<file path="src/dps_pkg.sv">
package dps_pkg;

    // Register byte offsets
    localparam logic [7:0] DPS_ADDR_CTRL  = 8'h00;
    localparam logic [7:0] DPS_ADDR_STAT  = 8'h04;

    // Control register fields
    localparam int         DPS_CTRL_SOFT1   = 0;
    localparam int         DPS_CTRL_SOFT2   = 1;
    localparam int         DPS_CTRL_IGNPIN  = 2;
    localparam int         DPS_CTRL_AUTORC  = 3;
    localparam int         DPS_CTRL_ALERTEN = 4;
    localparam int         DPS_CTRL_ATTEN   = 5;
    localparam int         DPS_CTRL_W       = 6;
    localparam logic [5:0] DPS_CTRL_RESET   = 6'h38;

    // Status register fields
    localparam int         DPS_STAT_BVFLG   = 0;
    localparam int         DPS_STAT_REMFLG  = 1;
    localparam int         DPS_STAT_ERRFLG  = 2;
    localparam int         DPS_STAT_STATE   = 4;
    localparam int         DPS_STAT_SMBUS   = 8;
    localparam int         DPS_STAT_LIMIT   = 9;

    // Strap decode: upper bit selects stand-alone, lower bits the limit
    localparam int         DPS_STRAP_MODE   = 3;

    // Default interval lengths in clock cycles
    localparam int         DPS_MASK_CYC     = 16;
    localparam int         DPS_CYCLE_CYC    = 200;
    localparam int         DPS_DISCH_CYC    = 20;
    localparam int         DPS_IDLE_CYC     = 100;
    localparam int         DPS_CNT_W        = 16;

    typedef enum logic [2:0] {
        ST_SLEEP, ST_DETECT, ST_DISCH, ST_ACTIVE, ST_ERROR, ST_REMOVE
    } dps_state_e;

    typedef struct packed {
        logic       die_hot;
        logic       over_cur;
        logic       port_uv;
        logic       disch_err;
        logic       src_ov;
        logic [1:0] back_volt;
    } dps_fault_s;

    typedef struct packed {
        logic [1:0] port_sw;
        logic       bypass;
        logic [1:0] discharge;
        logic       attach_det;
        logic       removal_det;
    } dps_sw_s;

endpackage

</file>
<file path="src/dps_power_ctrl.sv">
// Local design decisions: the APB interface to the registers and the register addresses.
`timescale 1ns/100ps
// Function
// RQ1 - Detect moves to Active on attach when enabled and supplies valid
// RQ2 - Detect-to-Active: attach detect off, bypass off, discharge pulse, then switch on
// RQ3 - No Active state while source below lockout or both enables off
// RQ4 - Active enters Error on heat, overcurrent, undervoltage, backdrive, discharge, overvoltage
// RQ5 - Detect enters Error only on back-drive or over-temperature
// RQ6 - Sleep enters Error on back-drive
// RQ7 - Error opens port and bypass switches, asserts alert by default
// RQ8 - Auto-recovery waits recovery period, rechecks faults, returns Active or Detect; code returns Sleep when both enables are off
// RQ9 - Removal in Error rechecks faults then returns to the state inputs define
// RQ10 - Strap code picks SMBus or stand-alone mode and one of eight limits
// RQ11 - Enable pins active-high in SMBus mode, active-low stand-alone
// RQ12 - Back-voltage monitoring runs in Sleep, Detect and Active
// RQ13 - Back-voltage opens switch at once; past mask time enters Error
// RQ14 - Qualified back-voltage opens bypass too and sets event flag
// RQ15 - Source overvoltage beyond mask time opens switch and enters Error
// RQ16 - Port switch stays open while that port's enable is off
// RQ17 - SMBus mode: ignore pins bit uses soft bits only, else combines
// RQ18 - Sleep only with both enables off; all switches open, alerts released
// RQ19 - First read in Sleep wakes and returns zero; idle timeout re-sleeps
// RQ20 - Removal opens switches, flags, discharges, then returns to Detect
// RQ21 - Mask, recovery and discharge intervals are parameterised cycle counters
module dps_power_ctrl
    import dps_pkg::*;
#(
    parameter int MASK_CYC  = DPS_MASK_CYC,
    parameter int CYCLE_CYC = DPS_CYCLE_CYC,
    parameter int DISCH_CYC = DPS_DISCH_CYC,
    parameter int IDLE_CYC  = DPS_IDLE_CYC
) (
    // Clock and reset
    input  wire logic        clk_i,
    input  wire logic        rst_n_i,
    // APB slave
    input  wire logic [7:0]  paddr_i,
    input  wire logic        psel_i,
    input  wire logic        penable_i,
    input  wire logic        pwrite_i,
    input  wire logic [31:0] pwdata_i,
    output logic      [31:0] prdata_o,
    output logic             pready_o,
    output logic             pslverr_o,
    // Pins and analog monitors
    input  wire logic [1:0]  port_power_enable_i,
    input  wire logic [3:0]  mode_limit_strap_i,
    input  wire logic        core_ok_i,
    input  wire logic        src_ok_i,
    input  wire dps_fault_s  fault_i,
    input  wire logic [1:0]  attach_i,
    input  wire logic [1:0]  removal_i,
    // Switch controls and alerts
    output dps_sw_s          sw_o,
    output logic      [1:0]  alert_o,
    output logic      [1:0]  alert_oe_o,
    output logic             smbus_mode_o,
    output logic      [2:0]  current_limit_setting_o
);

    localparam logic [DPS_CNT_W-1:0] MASK_N  = DPS_CNT_W'(MASK_CYC);
    localparam logic [DPS_CNT_W-1:0] CYCLE_N = DPS_CNT_W'(CYCLE_CYC - 1);
    localparam logic [DPS_CNT_W-1:0] DISCH_N = DPS_CNT_W'(DISCH_CYC - 1);
    localparam logic [DPS_CNT_W-1:0] IDLE_N  = DPS_CNT_W'(IDLE_CYC);
    localparam logic [DPS_CNT_W-1:0] ONE     = DPS_CNT_W'(1);

    if (MASK_CYC < 1 || CYCLE_CYC < 1 || DISCH_CYC < 1 || IDLE_CYC < 1 ||
        MASK_CYC > 65535 || CYCLE_CYC > 65535 || DISCH_CYC > 65535 ||
        IDLE_CYC > 65535) begin : g_bad_param
        $error("dps_power_ctrl: interval parameters out of range");
    end

    // State
    dps_state_e             state_reg, state_next;
    logic [DPS_CNT_W-1:0]   timer_reg, timer_next;
    logic [DPS_CNT_W-1:0]   bv_cnt_reg, bv_cnt_next;
    logic [DPS_CNT_W-1:0]   ov_cnt_reg, ov_cnt_next;
    logic [DPS_CNT_W-1:0]   idle_reg, idle_next;
    logic                   awake_reg, awake_next;
    logic                   was_act_reg, was_act_next;
    logic [DPS_CTRL_W-1:0]  ctrl_reg, ctrl_next;
    logic [2:0]             flags_reg, flags_next;
    logic                   strap_done_reg, strap_done_next;
    logic                   smbus_reg, smbus_next;
    logic [2:0]             limit_reg, limit_next;
    dps_sw_s                sw_reg, sw_next;
    logic [1:0]             alert_oe_reg, alert_oe_next;
    logic [31:0]            prdata_reg, prdata_next;
    logic                   pready_reg, pready_next;
    logic                   pslverr_reg, pslverr_next;

    // Derived conditions
    logic [1:0] pin_act;
    logic [1:0] eff_en;
    logic       en_any, can_active, bv_any, bv_mon, bv_qual, ov_qual;
    logic       act_fault, all_clear, attach_hit;
    logic       setup, wr_acc, rd_acc, sleepy_rd;
    dps_state_e home;

    always_comb begin
        pin_act = smbus_reg ? port_power_enable_i : ~port_power_enable_i;  // see RQ11
        if (smbus_reg) begin
            eff_en = {ctrl_reg[DPS_CTRL_SOFT2], ctrl_reg[DPS_CTRL_SOFT1]};
            if (!ctrl_reg[DPS_CTRL_IGNPIN]) begin
                eff_en = eff_en & pin_act;  // see RQ17
            end
        end else begin
            eff_en = pin_act;
        end
        en_any     = |eff_en;
        can_active = en_any & src_ok_i & core_ok_i;  // see RQ3
        bv_any     = |fault_i.back_volt;
        bv_mon     = (state_reg != ST_ERROR) && (state_reg != ST_REMOVE);  // see RQ12
        bv_qual    = bv_cnt_reg == MASK_N;
        ov_qual    = ov_cnt_reg == MASK_N;
        act_fault  = fault_i.die_hot | fault_i.over_cur | fault_i.port_uv |
                     fault_i.disch_err | ov_qual | bv_qual;  // see RQ4
        all_clear  = ~(fault_i.die_hot | fault_i.over_cur | fault_i.port_uv |
                       fault_i.disch_err | fault_i.src_ov | bv_any);
        attach_hit = ~ctrl_reg[DPS_CTRL_ATTEN] | (|(attach_i & eff_en));
        if (can_active && was_act_reg) begin
            home = ST_ACTIVE;
        end else if (en_any) begin
            home = ST_DETECT;
        end else begin
            home = ST_SLEEP;
        end
        setup     = psel_i & ~penable_i;
        wr_acc    = psel_i & penable_i & pready_reg & pwrite_i;
        rd_acc    = psel_i & penable_i & pready_reg & ~pwrite_i;
        sleepy_rd = (state_reg == ST_SLEEP) && !awake_reg;
    end

    // Power state sequencing
    always_comb begin
        state_next   = state_reg;
        timer_next   = timer_reg;
        was_act_next = was_act_reg;
        bv_cnt_next  = '0;
        ov_cnt_next  = '0;
        if (bv_any && bv_mon) begin
            bv_cnt_next = bv_qual ? bv_cnt_reg : bv_cnt_reg + ONE;  // see RQ21
        end
        if (fault_i.src_ov) begin
            ov_cnt_next = ov_qual ? ov_cnt_reg : ov_cnt_reg + ONE;  // see RQ15
        end
        unique case (state_reg)
            ST_SLEEP: begin
                if (bv_qual) begin
                    state_next = ST_ERROR;  // see RQ6
                end else if (en_any && core_ok_i) begin
                    state_next = ST_DETECT;
                end
            end
            ST_DETECT: begin
                if (bv_qual || fault_i.die_hot) begin
                    state_next = ST_ERROR;  // see RQ5
                end else if (!en_any) begin
                    state_next = ST_SLEEP;  // see RQ18
                end else if (|removal_i) begin
                    state_next = ST_REMOVE;
                end else if (can_active && attach_hit) begin
                    state_next = ST_DISCH;  // see RQ1
                    timer_next = DISCH_N;
                end
            end
            ST_DISCH: begin
                if (act_fault) begin
                    state_next = ST_ERROR;
                end else if (!can_active) begin
                    state_next = en_any ? ST_DETECT : ST_SLEEP;
                end else if (timer_reg == '0) begin
                    state_next = ST_ACTIVE;  // see RQ2
                end else begin
                    timer_next = timer_reg - ONE;
                end
            end
            ST_ACTIVE: begin
                if (act_fault) begin
                    state_next = ST_ERROR;  // see RQ4
                end else if (|removal_i) begin
                    state_next = ST_REMOVE;
                end else if (!can_active) begin
                    state_next = en_any ? ST_DETECT : ST_SLEEP;  // see RQ3
                end
            end
            ST_ERROR: begin
                if (|removal_i && all_clear) begin
                    state_next = home;  // see RQ9
                end else if (ctrl_reg[DPS_CTRL_AUTORC]) begin
                    if (timer_reg != '0) begin
                        timer_next = timer_reg - ONE;
                    end else if (all_clear) begin
                        state_next = home;  // see RQ8
                    end else begin
                        timer_next = CYCLE_N;
                    end
                end
            end
            ST_REMOVE: begin
                if (timer_reg == '0) begin
                    state_next = ST_DETECT;  // see RQ20
                end else begin
                    timer_next = timer_reg - ONE;
                end
            end
        endcase
        if (state_next == ST_ERROR && state_reg != ST_ERROR) begin
            timer_next   = CYCLE_N;
            was_act_next = (state_reg == ST_ACTIVE) || (state_reg == ST_DISCH);
        end
        if (state_next == ST_REMOVE && state_reg != ST_REMOVE) begin
            timer_next = DISCH_N;
        end
    end

    // Switch and alert drive, registered from the next state
    always_comb begin
        sw_next             = '0;
        sw_next.bypass      = (state_next == ST_DETECT) && !bv_any;  // see RQ14
        sw_next.discharge   = {2{(state_next == ST_DISCH) || (state_next == ST_REMOVE)}};
        sw_next.attach_det  = (state_next == ST_DETECT) && ctrl_reg[DPS_CTRL_ATTEN];
        sw_next.removal_det = (state_next == ST_DETECT) || (state_next == ST_ACTIVE)
                              || (state_next == ST_DISCH);
        if (state_next == ST_ACTIVE && !bv_any) begin
            sw_next.port_sw = eff_en;  // see RQ13 see RQ16
        end
        alert_oe_next = {2{(state_next == ST_ERROR) && ctrl_reg[DPS_CTRL_ALERTEN]}};  // see RQ7
    end

    // Strap capture, sleep wake and register file
    always_comb begin
        strap_done_next = 1'b1;
        smbus_next      = smbus_reg;
        limit_next      = limit_reg;
        if (!strap_done_reg) begin
            smbus_next = ~mode_limit_strap_i[DPS_STRAP_MODE];  // see RQ10
            limit_next = mode_limit_strap_i[2:0];
        end
        awake_next = 1'b0;
        idle_next  = '0;
        if (state_reg == ST_SLEEP) begin
            awake_next = awake_reg;
            idle_next  = idle_reg;
            if (psel_i) begin
                idle_next = '0;
                if (rd_acc) begin
                    awake_next = 1'b1;  // see RQ19
                end
            end else if (awake_reg) begin
                if (idle_reg == IDLE_N) begin
                    awake_next = 1'b0;
                end else begin
                    idle_next = idle_reg + ONE;
                end
            end
        end
        ctrl_next  = ctrl_reg;
        flags_next = flags_reg;
        if (wr_acc && paddr_i == DPS_ADDR_CTRL) begin
            ctrl_next = pwdata_i[DPS_CTRL_W-1:0];
        end
        if (wr_acc && paddr_i == DPS_ADDR_STAT) begin
            flags_next = flags_reg & ~pwdata_i[2:0];
        end
        if (bv_qual) begin
            flags_next[DPS_STAT_BVFLG] = 1'b1;  // see RQ14
        end
        if (state_next == ST_REMOVE && state_reg != ST_REMOVE) begin
            flags_next[DPS_STAT_REMFLG] = 1'b1;
        end
        if (state_next == ST_ERROR && state_reg != ST_ERROR) begin
            flags_next[DPS_STAT_ERRFLG] = 1'b1;
        end
        pready_next  = setup;
        pslverr_next = setup && paddr_i != DPS_ADDR_CTRL && paddr_i != DPS_ADDR_STAT;
        prdata_next  = '0;
        if (setup && !pwrite_i &&
            !(state_next == ST_SLEEP && !(state_reg == ST_SLEEP && awake_reg))) begin
            if (paddr_i == DPS_ADDR_CTRL) begin
                prdata_next[DPS_CTRL_W-1:0] = ctrl_reg;
            end else if (paddr_i == DPS_ADDR_STAT) begin
                prdata_next[DPS_STAT_BVFLG +: 3] = flags_reg;
                prdata_next[DPS_STAT_STATE +: 3] = state_reg;
                prdata_next[DPS_STAT_SMBUS]      = smbus_reg;
                prdata_next[DPS_STAT_LIMIT +: 3] = limit_reg;
            end
        end
    end

    always_ff @(posedge clk_i) begin
        if (!rst_n_i) begin
            state_reg      <= ST_SLEEP;
            timer_reg      <= '0;
            bv_cnt_reg     <= '0;
            ov_cnt_reg     <= '0;
            idle_reg       <= '0;
            awake_reg      <= 1'b0;
            was_act_reg    <= 1'b0;
            ctrl_reg       <= DPS_CTRL_RESET;
            flags_reg      <= '0;
            strap_done_reg <= 1'b0;
            smbus_reg      <= 1'b1;
            limit_reg      <= '0;
            sw_reg         <= '0;
            alert_oe_reg   <= '0;
            prdata_reg     <= '0;
            pready_reg     <= 1'b0;
            pslverr_reg    <= 1'b0;
        end else begin
            state_reg      <= state_next;
            timer_reg      <= timer_next;
            bv_cnt_reg     <= bv_cnt_next;
            ov_cnt_reg     <= ov_cnt_next;
            idle_reg       <= idle_next;
            awake_reg      <= awake_next;
            was_act_reg    <= was_act_next;
            ctrl_reg       <= ctrl_next;
            flags_reg      <= flags_next;
            strap_done_reg <= strap_done_next;
            smbus_reg      <= smbus_next;
            limit_reg      <= limit_next;
            sw_reg         <= sw_next;
            alert_oe_reg   <= alert_oe_next;
            prdata_reg     <= prdata_next;
            pready_reg     <= pready_next;
            pslverr_reg    <= pslverr_next;
        end
    end

    assign prdata_o                = prdata_reg;
    assign pready_o                = pready_reg;
    assign pslverr_o               = pslverr_reg;
    assign sw_o                    = sw_reg;
    assign alert_o                 = 2'h0;
    assign alert_oe_o              = alert_oe_reg;
    assign smbus_mode_o            = smbus_reg;
    assign current_limit_setting_o = limit_reg;
endmodule

</file>
<file path="config.mk">
export PLATFORM = sky130hd
export DESIGN_NAME = dps_power_ctrl
export DESIGN_NICKNAME = d
export VERILOG_FILES = /design/src/dps_pkg.sv /design/src/dps_power_ctrl.sv
export SDC_FILE = /design/constraint.sdc
export NUM_CORES = 1
export LEC_CHECK = 0
export ABC_CLOCK_PERIOD_IN_PS = 5200
export BUFFER_PORTS_ARGS = -buffer_cell sky130_fd_sc_hd__clkbuf_2
export CAP_MARGIN = 20
export CORE_UTILIZATION = 59
export CTS_CLUSTER_SIZE = 14
export DETAILED_ROUTE_END_ITERATION = 10
export PLACE_DENSITY = 0.95
export SKIP_LAST_GASP = 1
export SYNTH_ARGS = -nofsm -noshare
export SYNTH_HDL_FRONTEND = slang
export SYNTH_SLANG_ARGS = --single-unit
export TNS_END_PERCENT = 100
</file>
<file path="constraint.sdc">
create_clock -name clk_i -period 5.2 [get_ports clk_i]
set_input_delay 0.26 -clock clk_i [delete_from_list [all_inputs] [get_ports clk_i]]
set_output_delay 0.26 -clock clk_i [all_outputs]
set_load 0.01 [all_outputs]
</file>
==> results by group, run 1 <==
Run status
  • Outcome: finished clean

STA
  • Final Max Slew Viols: 0
  • Crit share post-route: 72.3%
  • Post-Route Setup TNS: 0 ns
  • Worst-margin pin slew: between 0.9 and 1 ns
  • Tightest hold margin: 0.109 ns
  • Post-Route Skew: 0.0131 ns
  • Final min period: 3.76 ns
  • # setup viols final: 0
  • Rel. slew slack: between 30% and 40%
  • Fmax: 0.266 GHz
  • Fin. Hold Viols: 0
  • RSZ-0062 raised after global routing: no

Routing
  • Via density: 5.94
  • Detail Route Antenna Nets: 0
  • Post-route DRC: 0
  • DRT iter0 DRCs: 280
  • Final wirelength: between 10000 and 15000 µm
  • WL per Instance: roughly 15 µm
  • Drt pass-1 iters: 5
  • Via count: 4678

Clocking
  • CTS Buf Count: 9
  • CTS tree: yes
  • Clk Latency, worst-skew pair: 0.37 ns
  • Clk slew on worst S/H paths: approximately 0.11 ns
  • Clock Path Buffers: 2
  • Post-CTS repair timing setup buffer count: 0
  • Clk root buf: clkbuf_8
  • Resized Gates After CTS: 0
  • Hold-fix buffers, CTS: 0
  • H-tree levels: 3
  • CTS sink count: 103

Finish
  • Final net count: 746
  • # fillers: slightly above 700
  • Share of cells above drive strength 1: roughly 14%
  • P&R area growth vs syn: 8.70%
  • Multi-input gate area: approximately 0.0029 mm²
  • # diodes: 0
  • Reg area: a little over 0.002 mm²

Global route
  • GR peak layer: met2
  • Initial antenna violation count: 0
  • Overflow after GRT: 0
  • GRT met3 Usage: 4.91%
  • Gr usage total: 25.9%
  • Met2 Track Usage GR: 45.4%
  • Largest net degree at the start of global routing: 33
  • GR Util met1: between 30% and 40%
  • Number of global-route vias before repair: 4521
  • First-pass GRT wire length: 20200 µm

Run
  • Max cap viols: 0

Logic synthesis
  • Synth Warn #: 0
  • Cells after synthesis: ~630
  • Ys flop type: dfxtp_1
  • Synth Area in Compound Gates: ~15%
  • Yosys reg bits: 103
  • Synth top area share: 39.0%
  • Synth Area in Adders: 1.65%
  • Share of the yosys chip area belonging to registers: about 40%
  • Largest family of logic cells by synthesized area: simple AND/OR/NAND/NOR gates
  • Simple-gate share of the synthesized area: 27.6%
  • Post-synthesis mux area share: a little over 2%
  • Synth Area in XOR/XNOR: 7.61%
  • Synth cell count leaders: dfxtp_1, nor2_1, nand2_1
  • Syn_area_per_cell: 8.44 µm²
  • Top post-synthesis cells by area: dfxtp_1, nor2_1, xor2_1
  • Synth Cell Area: between 0.005 and 0.006 mm²
  • Post-synth EDFFs: 0
  • Asr flop ratio synth: 0%
  • Count leader, synth: dfxtp_1
  • Post-synth cell types: 69
  • Largest area contributor in the netlist: dfxtp_1

Setup path
  • CP max stage delay: 0.58 ns
  • R2R depth: 11
  • CP delay by family, top: simple AND/OR/NAND/NOR gates
  • Crit path buffers/inverters: 1
  • Worst setup SP type: flip-flop
  • Required @ worst endpoint: 5.47 ns
  • RR Startpoint: bv_cnt_reg[0]$_SDFFE_PN0N_
  • CP cell instances: inv_1 -> ha_1 -> nor4b_1 -> nand4_1 -> and3_1 -> o21ai_0 -> o211ai_1 -> or2_0 -> a211oi_2 -> a21oi_1 -> a311oi_1
  • Reg2reg end: timer_reg[7]$_SDFFE_PP0P_
  • Setup crit end: timer_reg[7]$_SDFFE_PP0P_
  • Crit path kind: flip-flop to flip-flop
  • Max FO, Critical Path: 15
  • Worst path arrival time: 4.03 ns
  • Crit. End Element: flip-flop
  • Number of cells on the critical path: 11
  • Critical path origin: bv_cnt_reg[0]$_SDFFE_PN0N_
  • R2R Setup Slk: 1.44 ns
  • Critical-path top delay cell: a211oi_2

Power and ir drop
  • Leak: approximately 2.3 nW
  • Power per Cell Area: between 200 and 300 mW/mm²
  • Peak VDD IR: 0.173 mV

Die
  • Die area: 0.00936 mm²
  • FP Rows: 34
  • Core Area: 0.00872 mm²
  • Num ports: around 110
  • Initial core utilization: approximately three fifths
  • Die height: 96.7 µm
  • Die extent in x: 96.7 µm

Hold path
  • Min-Delay Path Class: input pin to flip-flop
  • Hold path depth: 3
  • HP Start: pwdata_i[3]

Placement
  • PortBufs: 63
  • DP HPWL: between 9000 and 10000 µm
  • Gp weighted congestion: 0.908
==> metal layers <==
metal | up-vias | routed length [µm]
li1 | 2272 | -
met3 | 19 | 684
met1 | 2216 | 5220
met5 | - | 0
met4 | 0 | 160
met2 | 171 | 6050
==> worst min-delay path by stage <==
stage	slack, ns	end
detailed placement	0.46	prdata_o[2]$_SDFF_PN0_
CTS	0.1	sw_o[4]$_SDFF_PN0_
finish	0.11	ctrl_reg[3]$_SDFFE_PN1P_
global route	0.12	sw_o[4]$_SDFF_PN0_
global placement	0.45	prdata_o[5]$_SDFF_PN0_
floorplan	0.29	strap_done_reg$_DFF_P_
==> cell type report <==
cell class / instances / share of cell area (%)
Clock buffer: 9 / 2.15
Clock inverter: 7 / 1.61
Inverter: 24 / 1.57
Multi-Input combinational cell: 473 / 50.9
Sequential cell: 103 / 35.8
Tap cell: 108 / 2.35
Timing Repair Buffer: 64 / 5.61
==> kinds of logic (layout without fill, tap and decap cells) <==
| group | after synthesis | after routing |
|---|---|---|
| and+or+nand+nor | 281 | 281 |
| AOI/OAI and AO/OA | 105 | 105 |
| DFF | 103 | 103 |
| buffers and inverters | 73 | 104 |
| xor gates and xnor gates | 46 | 46 |
| muxes | 11 | 11 |
| adders and majority gates | 7 | 7 |
| other | 1 | 23 |
==> report_power, final <==
| group | total, W | internal [W] | switching [W] | leakage, nW |
|---|---|---|---|---|
| registers | 0.000831 | 0.000808 | 0.0000233 | 0.833 |
| logic | 0.000272 | 0.000108 | 0.000164 | 1.35 |
| clock network | 0.000528 | 0.000234 | 0.000294 | 0.109 |
==> through the flow <==
step | utilization [%] | power [W] | worst slack, ns | cells | area, µm²
global placement | 63.4 | 0.00110 | 1.65 | 771 | 5530
finish | 66.0 | 0.00163 | 1.44 | 788 | 5750
global route | 66.0 | 0.00170 | 1.13 | 788 | 5750
CTS | 65.9 | 0.00163 | 1.54 | 787 | 5750
detailed placement | 63.4 | 0.00111 | 1.58 | 771 | 5530
floorplan | - | 0.00106 | 2.24 | 649 | 5380
==> worst reg2reg max path: stages (launching register included) <==
cell	delay, ns
dfxtp_1	0.35
inv_1	0.10
ha_1	0.15
nor4b_1	0.42
nand4_1	0.37
and3_1	0.30
o21ai_0	0.22
o211ai_1	0.16
or2_0	0.57
a211oi_2	0.58
a21oi_1	0.15
a311oi_1	0.31
==> cells in the final DEF (no fill, tap or decap), drive strengths merged, types with 4 or more instances in the layout <==
master,instances
a21boi,5
nand3,40
mux2i,11
xnor2,18
nor2b,11
o31ai,4
and2,13
o21ai,22
nor3,12
xor2,28
nor2,80
clkinv,4
conb,23
or3,10
o211ai,8
ha,7
and3,15
a22o,5
or4,7
dfxtp,103
or2,6
a2111oi,4
inv,26
o21a,6
nand2b,5
nand4,11
nor4,16
a21oi,19
clkbuf,72
nand2,42
a211oi,4
Note: power is estimated with default switching activity, not from simulation.
==> inputs of run 2 (changes only) <==
--- a/config.mk
+++ b/config.mk
@@ -5,13 +5,13 @@
 export SDC_FILE = /design/constraint.sdc
 export NUM_CORES = 1
 export LEC_CHECK = 0
-export ABC_CLOCK_PERIOD_IN_PS = 5200
+export ABC_CLOCK_PERIOD_IN_PS = 3700
 export BUFFER_PORTS_ARGS = -buffer_cell sky130_fd_sc_hd__clkbuf_2
 export CAP_MARGIN = 20
-export CORE_UTILIZATION = 59
+export CORE_UTILIZATION = 55
 export CTS_CLUSTER_SIZE = 14
 export DETAILED_ROUTE_END_ITERATION = 10
-export PLACE_DENSITY = 0.95
+export PLACE_DENSITY = 0.91
 export SKIP_LAST_GASP = 1
 export SYNTH_ARGS = -nofsm -noshare
 export SYNTH_HDL_FRONTEND = slang
==> constraint.sdc (replaced) <==
create_clock -name clk_i -period 3.7 [get_ports clk_i]
set_input_delay 0.185 -clock clk_i [delete_from_list [all_inputs] [get_ports clk_i]]
set_output_delay 0.185 -clock clk_i [all_outputs]
set_load 0.01 [all_outputs]
==> run 2 against run 1 <==
First-iteration DRC count increased by 0.36%; non-clock buffer count up 8; die area grew 7.1%; sequential power grew 41%; largest cell class unchanged; highest routed layer unchanged.
==> results by group, run 2 (same netlist as run 1, synthesis figures left out) <==
Setup path
  • Crit path buffers/inverters: 1
  • Number of cells on the critical path: 11
  • Crit. End Element: flip-flop
  • Required @ worst endpoint: 3.99 ns
  • Crit path kind: flip-flop to flip-flop
  • R2R depth: 11
  • CP cell instances: inv_1 -> ha_1 -> nor4bb_1 -> nand4_1 -> nand4_1 -> a2bb2oi_1 -> and2_1 -> a41oi_4 -> or2_1 -> or4_1 -> a21oi_1
  • Max FO, Critical Path: 7
  • Worst path arrival time: 3.68 ns
  • Most frequent CP cell: nand4_1
  • CP delay by family, top: simple AND/OR/NAND/NOR gates
  • CP max stage delay: roughly 0.53 ns
  • Worst setup SP type: flip-flop
  • Critical-path top delay cell: or4_1

Routing
  • Via density: about 5.7
  • Post-route DRC: 0
  • DRT iter0 DRCs: ~280
  • Final wirelength: 12100 µm
  • WL per Instance: approximately 15 µm
  • Via count: approximately 4600
  • Detail Route Antenna Nets: 0
  • Drt pass-1 iters: 5

STA
  • Post-Route Setup TNS: 0 ns
  • Fin. Hold Viols: 0
  • # setup viols final: 0
  • Final Max Slew Viols: 0
  • Post-Route Skew: around 0.009 ns
  • Final min period: 3.40 ns
  • Crit share post-route: 91.8%
  • Rel. slew slack: between 40 and 50%
  • Worst-margin pin slew: between 0.8 and 0.9 ns
  • Fmax: 0.294 GHz
  • RSZ-0062 raised after global routing: no

Clocking
  • CTS Buf Count: 9
  • Clk root buf: clkbuf_8
  • Hold-fix buffers, CTS: 0
  • CTS tree: yes
  • Clk slew on worst S/H paths: about 0.090 ns
  • Clk Latency, worst-skew pair: 0.37 ns
  • H-tree levels: 3
  • Clock Path Buffers: 2
  • CTS sink count: 103

Finish
  • Final Instance Area: 0.00584 mm²
  • Multi-input gate area: between 0.002 and 0.003 mm²
  • Reg area: 0.00206 mm²
  • Commonest non-fill, non-tap cell in the layout: dfxtp_1
  • # fillers: 798
  • Final net count: 754
  • # diodes: 0
  • Commonest cells after routing, fill and taps aside: dfxtp_1, nor2_1, clkbuf_2, nand2_1, nand3_1
  • P&R area growth vs syn: 10.4%
  • Share of cells above drive strength 1: 14.8%

Run
  • Max cap viols: 0

Power and ir drop
  • Switch share: roughly 28%
  • Seq pwr share: 50.3%
  • Internal power: ~0.0017 W
  • Peak VDD IR: 0.268 mV
  • Leak: ~2.3 nW
  • Combinational Power Share: 16.8%
  • Clock power share: approximately a third
  • Power per Cell Area: roughly 400 mW/mm²
  • Psw: 0.000638 W

Hold path
  • Min-Delay Path Class: input pin to flip-flop
  • Hold path depth: 3

Global route
  • Largest net degree at the start of global routing: 33
  • First-pass GRT wire length: 19900 µm
  • Gr usage total: 24.9%
  • Overflow after GRT: 0
  • Initial antenna violation count: 0
  • Number of global-route vias before repair: 4385

Run status
  • Outcome: finished clean

Die
  • Num ports: 113
  • Die area: 0.0100 mm²
  • Die height: 100 µm
  • Initial core utilization: 57.0%
  • Core Area: 0.00928 mm²
  • FP Rows: 35
  • Die extent in x: about 100 µm

Placement
  • Placed Area: 0.00562 mm²
  • Gp weighted congestion: 0.938
  • DP HPWL: 9050 µm
  • PortBufs: 63
==> run 2: layer usage <==
metal | vias to the layer above | routed length, µm | global-route usage, %
li1 | 2280 | - | -
met1 | 2172 | 5280 | 31.0
met2 | 175 | 5920 | 43.0
met3 | 17 | 760 | 5.43
met4 | 0 | 140 | 7.92
met5 | - | 0 | 2.05
==> run 2: per-stage QoR <==
step	std cells	total power [W]	hold WS (ns)	setup WS [ns]	utilization, %
4_1_cts	816	0.00232	0.0163	0.237	62.8
3_5_place_dp	800	0.00157	0.411	0.263	60.5
5_1_grt	817	0.00242	0.0325	0.0290	62.9
2_1_floorplan	649	0.00149	0.213	0.743	-
6_report	817	0.00232	0.0317	0.304	62.9
3_3_place_gp	800	0.00156	0.407	0.395	60.5
==> run 2: cell type report <==
cell class                 instances  share of cell area (%)
multi-input combinational        473                    50.2
tap                              129                    2.76
timing repair buffer              72                    6.55
clock buffer                      12                    2.31
sequential                       103                    35.3
clock inverter                     4                    1.33
inverter                          24                    1.54
==> run 2: worst paths after layout <==
kind	from	to	slack, ns
worst max-delay path	ov_cnt_reg[0]$_SDFFE_PN0N_	timer_reg[12]$_SDFFE_PP0P_	0.30
worst min-delay path	pwdata_i[4]	ctrl_reg[4]$_SDFFE_PN1P_	0.03
worst max register to register	ov_cnt_reg[0]$_SDFFE_PN0N_	timer_reg[12]$_SDFFE_PP0P_	0.30
worst min register to register	ctrl_reg[5]$_SDFFE_PN1P_	prdata_o[5]$_SDFF_PN0_	0.47
==> run 2: worst reg2reg max path, stage by stage, from the launching register on <==
cell and delay [ns]:
dfxtp_1 0.36, inv_1 0.08, ha_1 0.13, nor4bb_1 0.32
nand4_1 0.42, nand4_1 0.27, a2bb2oi_1 0.32, and2_1 0.25
a41oi_4 0.13, or2_1 0.34, or4_1 0.53, a21oi_1 0.16
==> run 2: power by group through the flow <==
stage | Clock [W] | Sequential, W | Combinational, W
global placement | 0 | 0.00119 | 0.000366
CTS | 0.000773 | 0.00117 | 0.000383
detailed placement | 0 | 0.00119 | 0.000378
finish | 0.000762 | 0.00117 | 0.000389
floorplan | 0 | 0.00118 | 0.000310
global route | 0.000816 | 0.00117 | 0.000429
==> run 2: repair_timing <==
item                                    in CTS  in global routing
resized for setup                            0                  2
setup buffers                                0                  0
endpoints found under the setup margin       0                 20
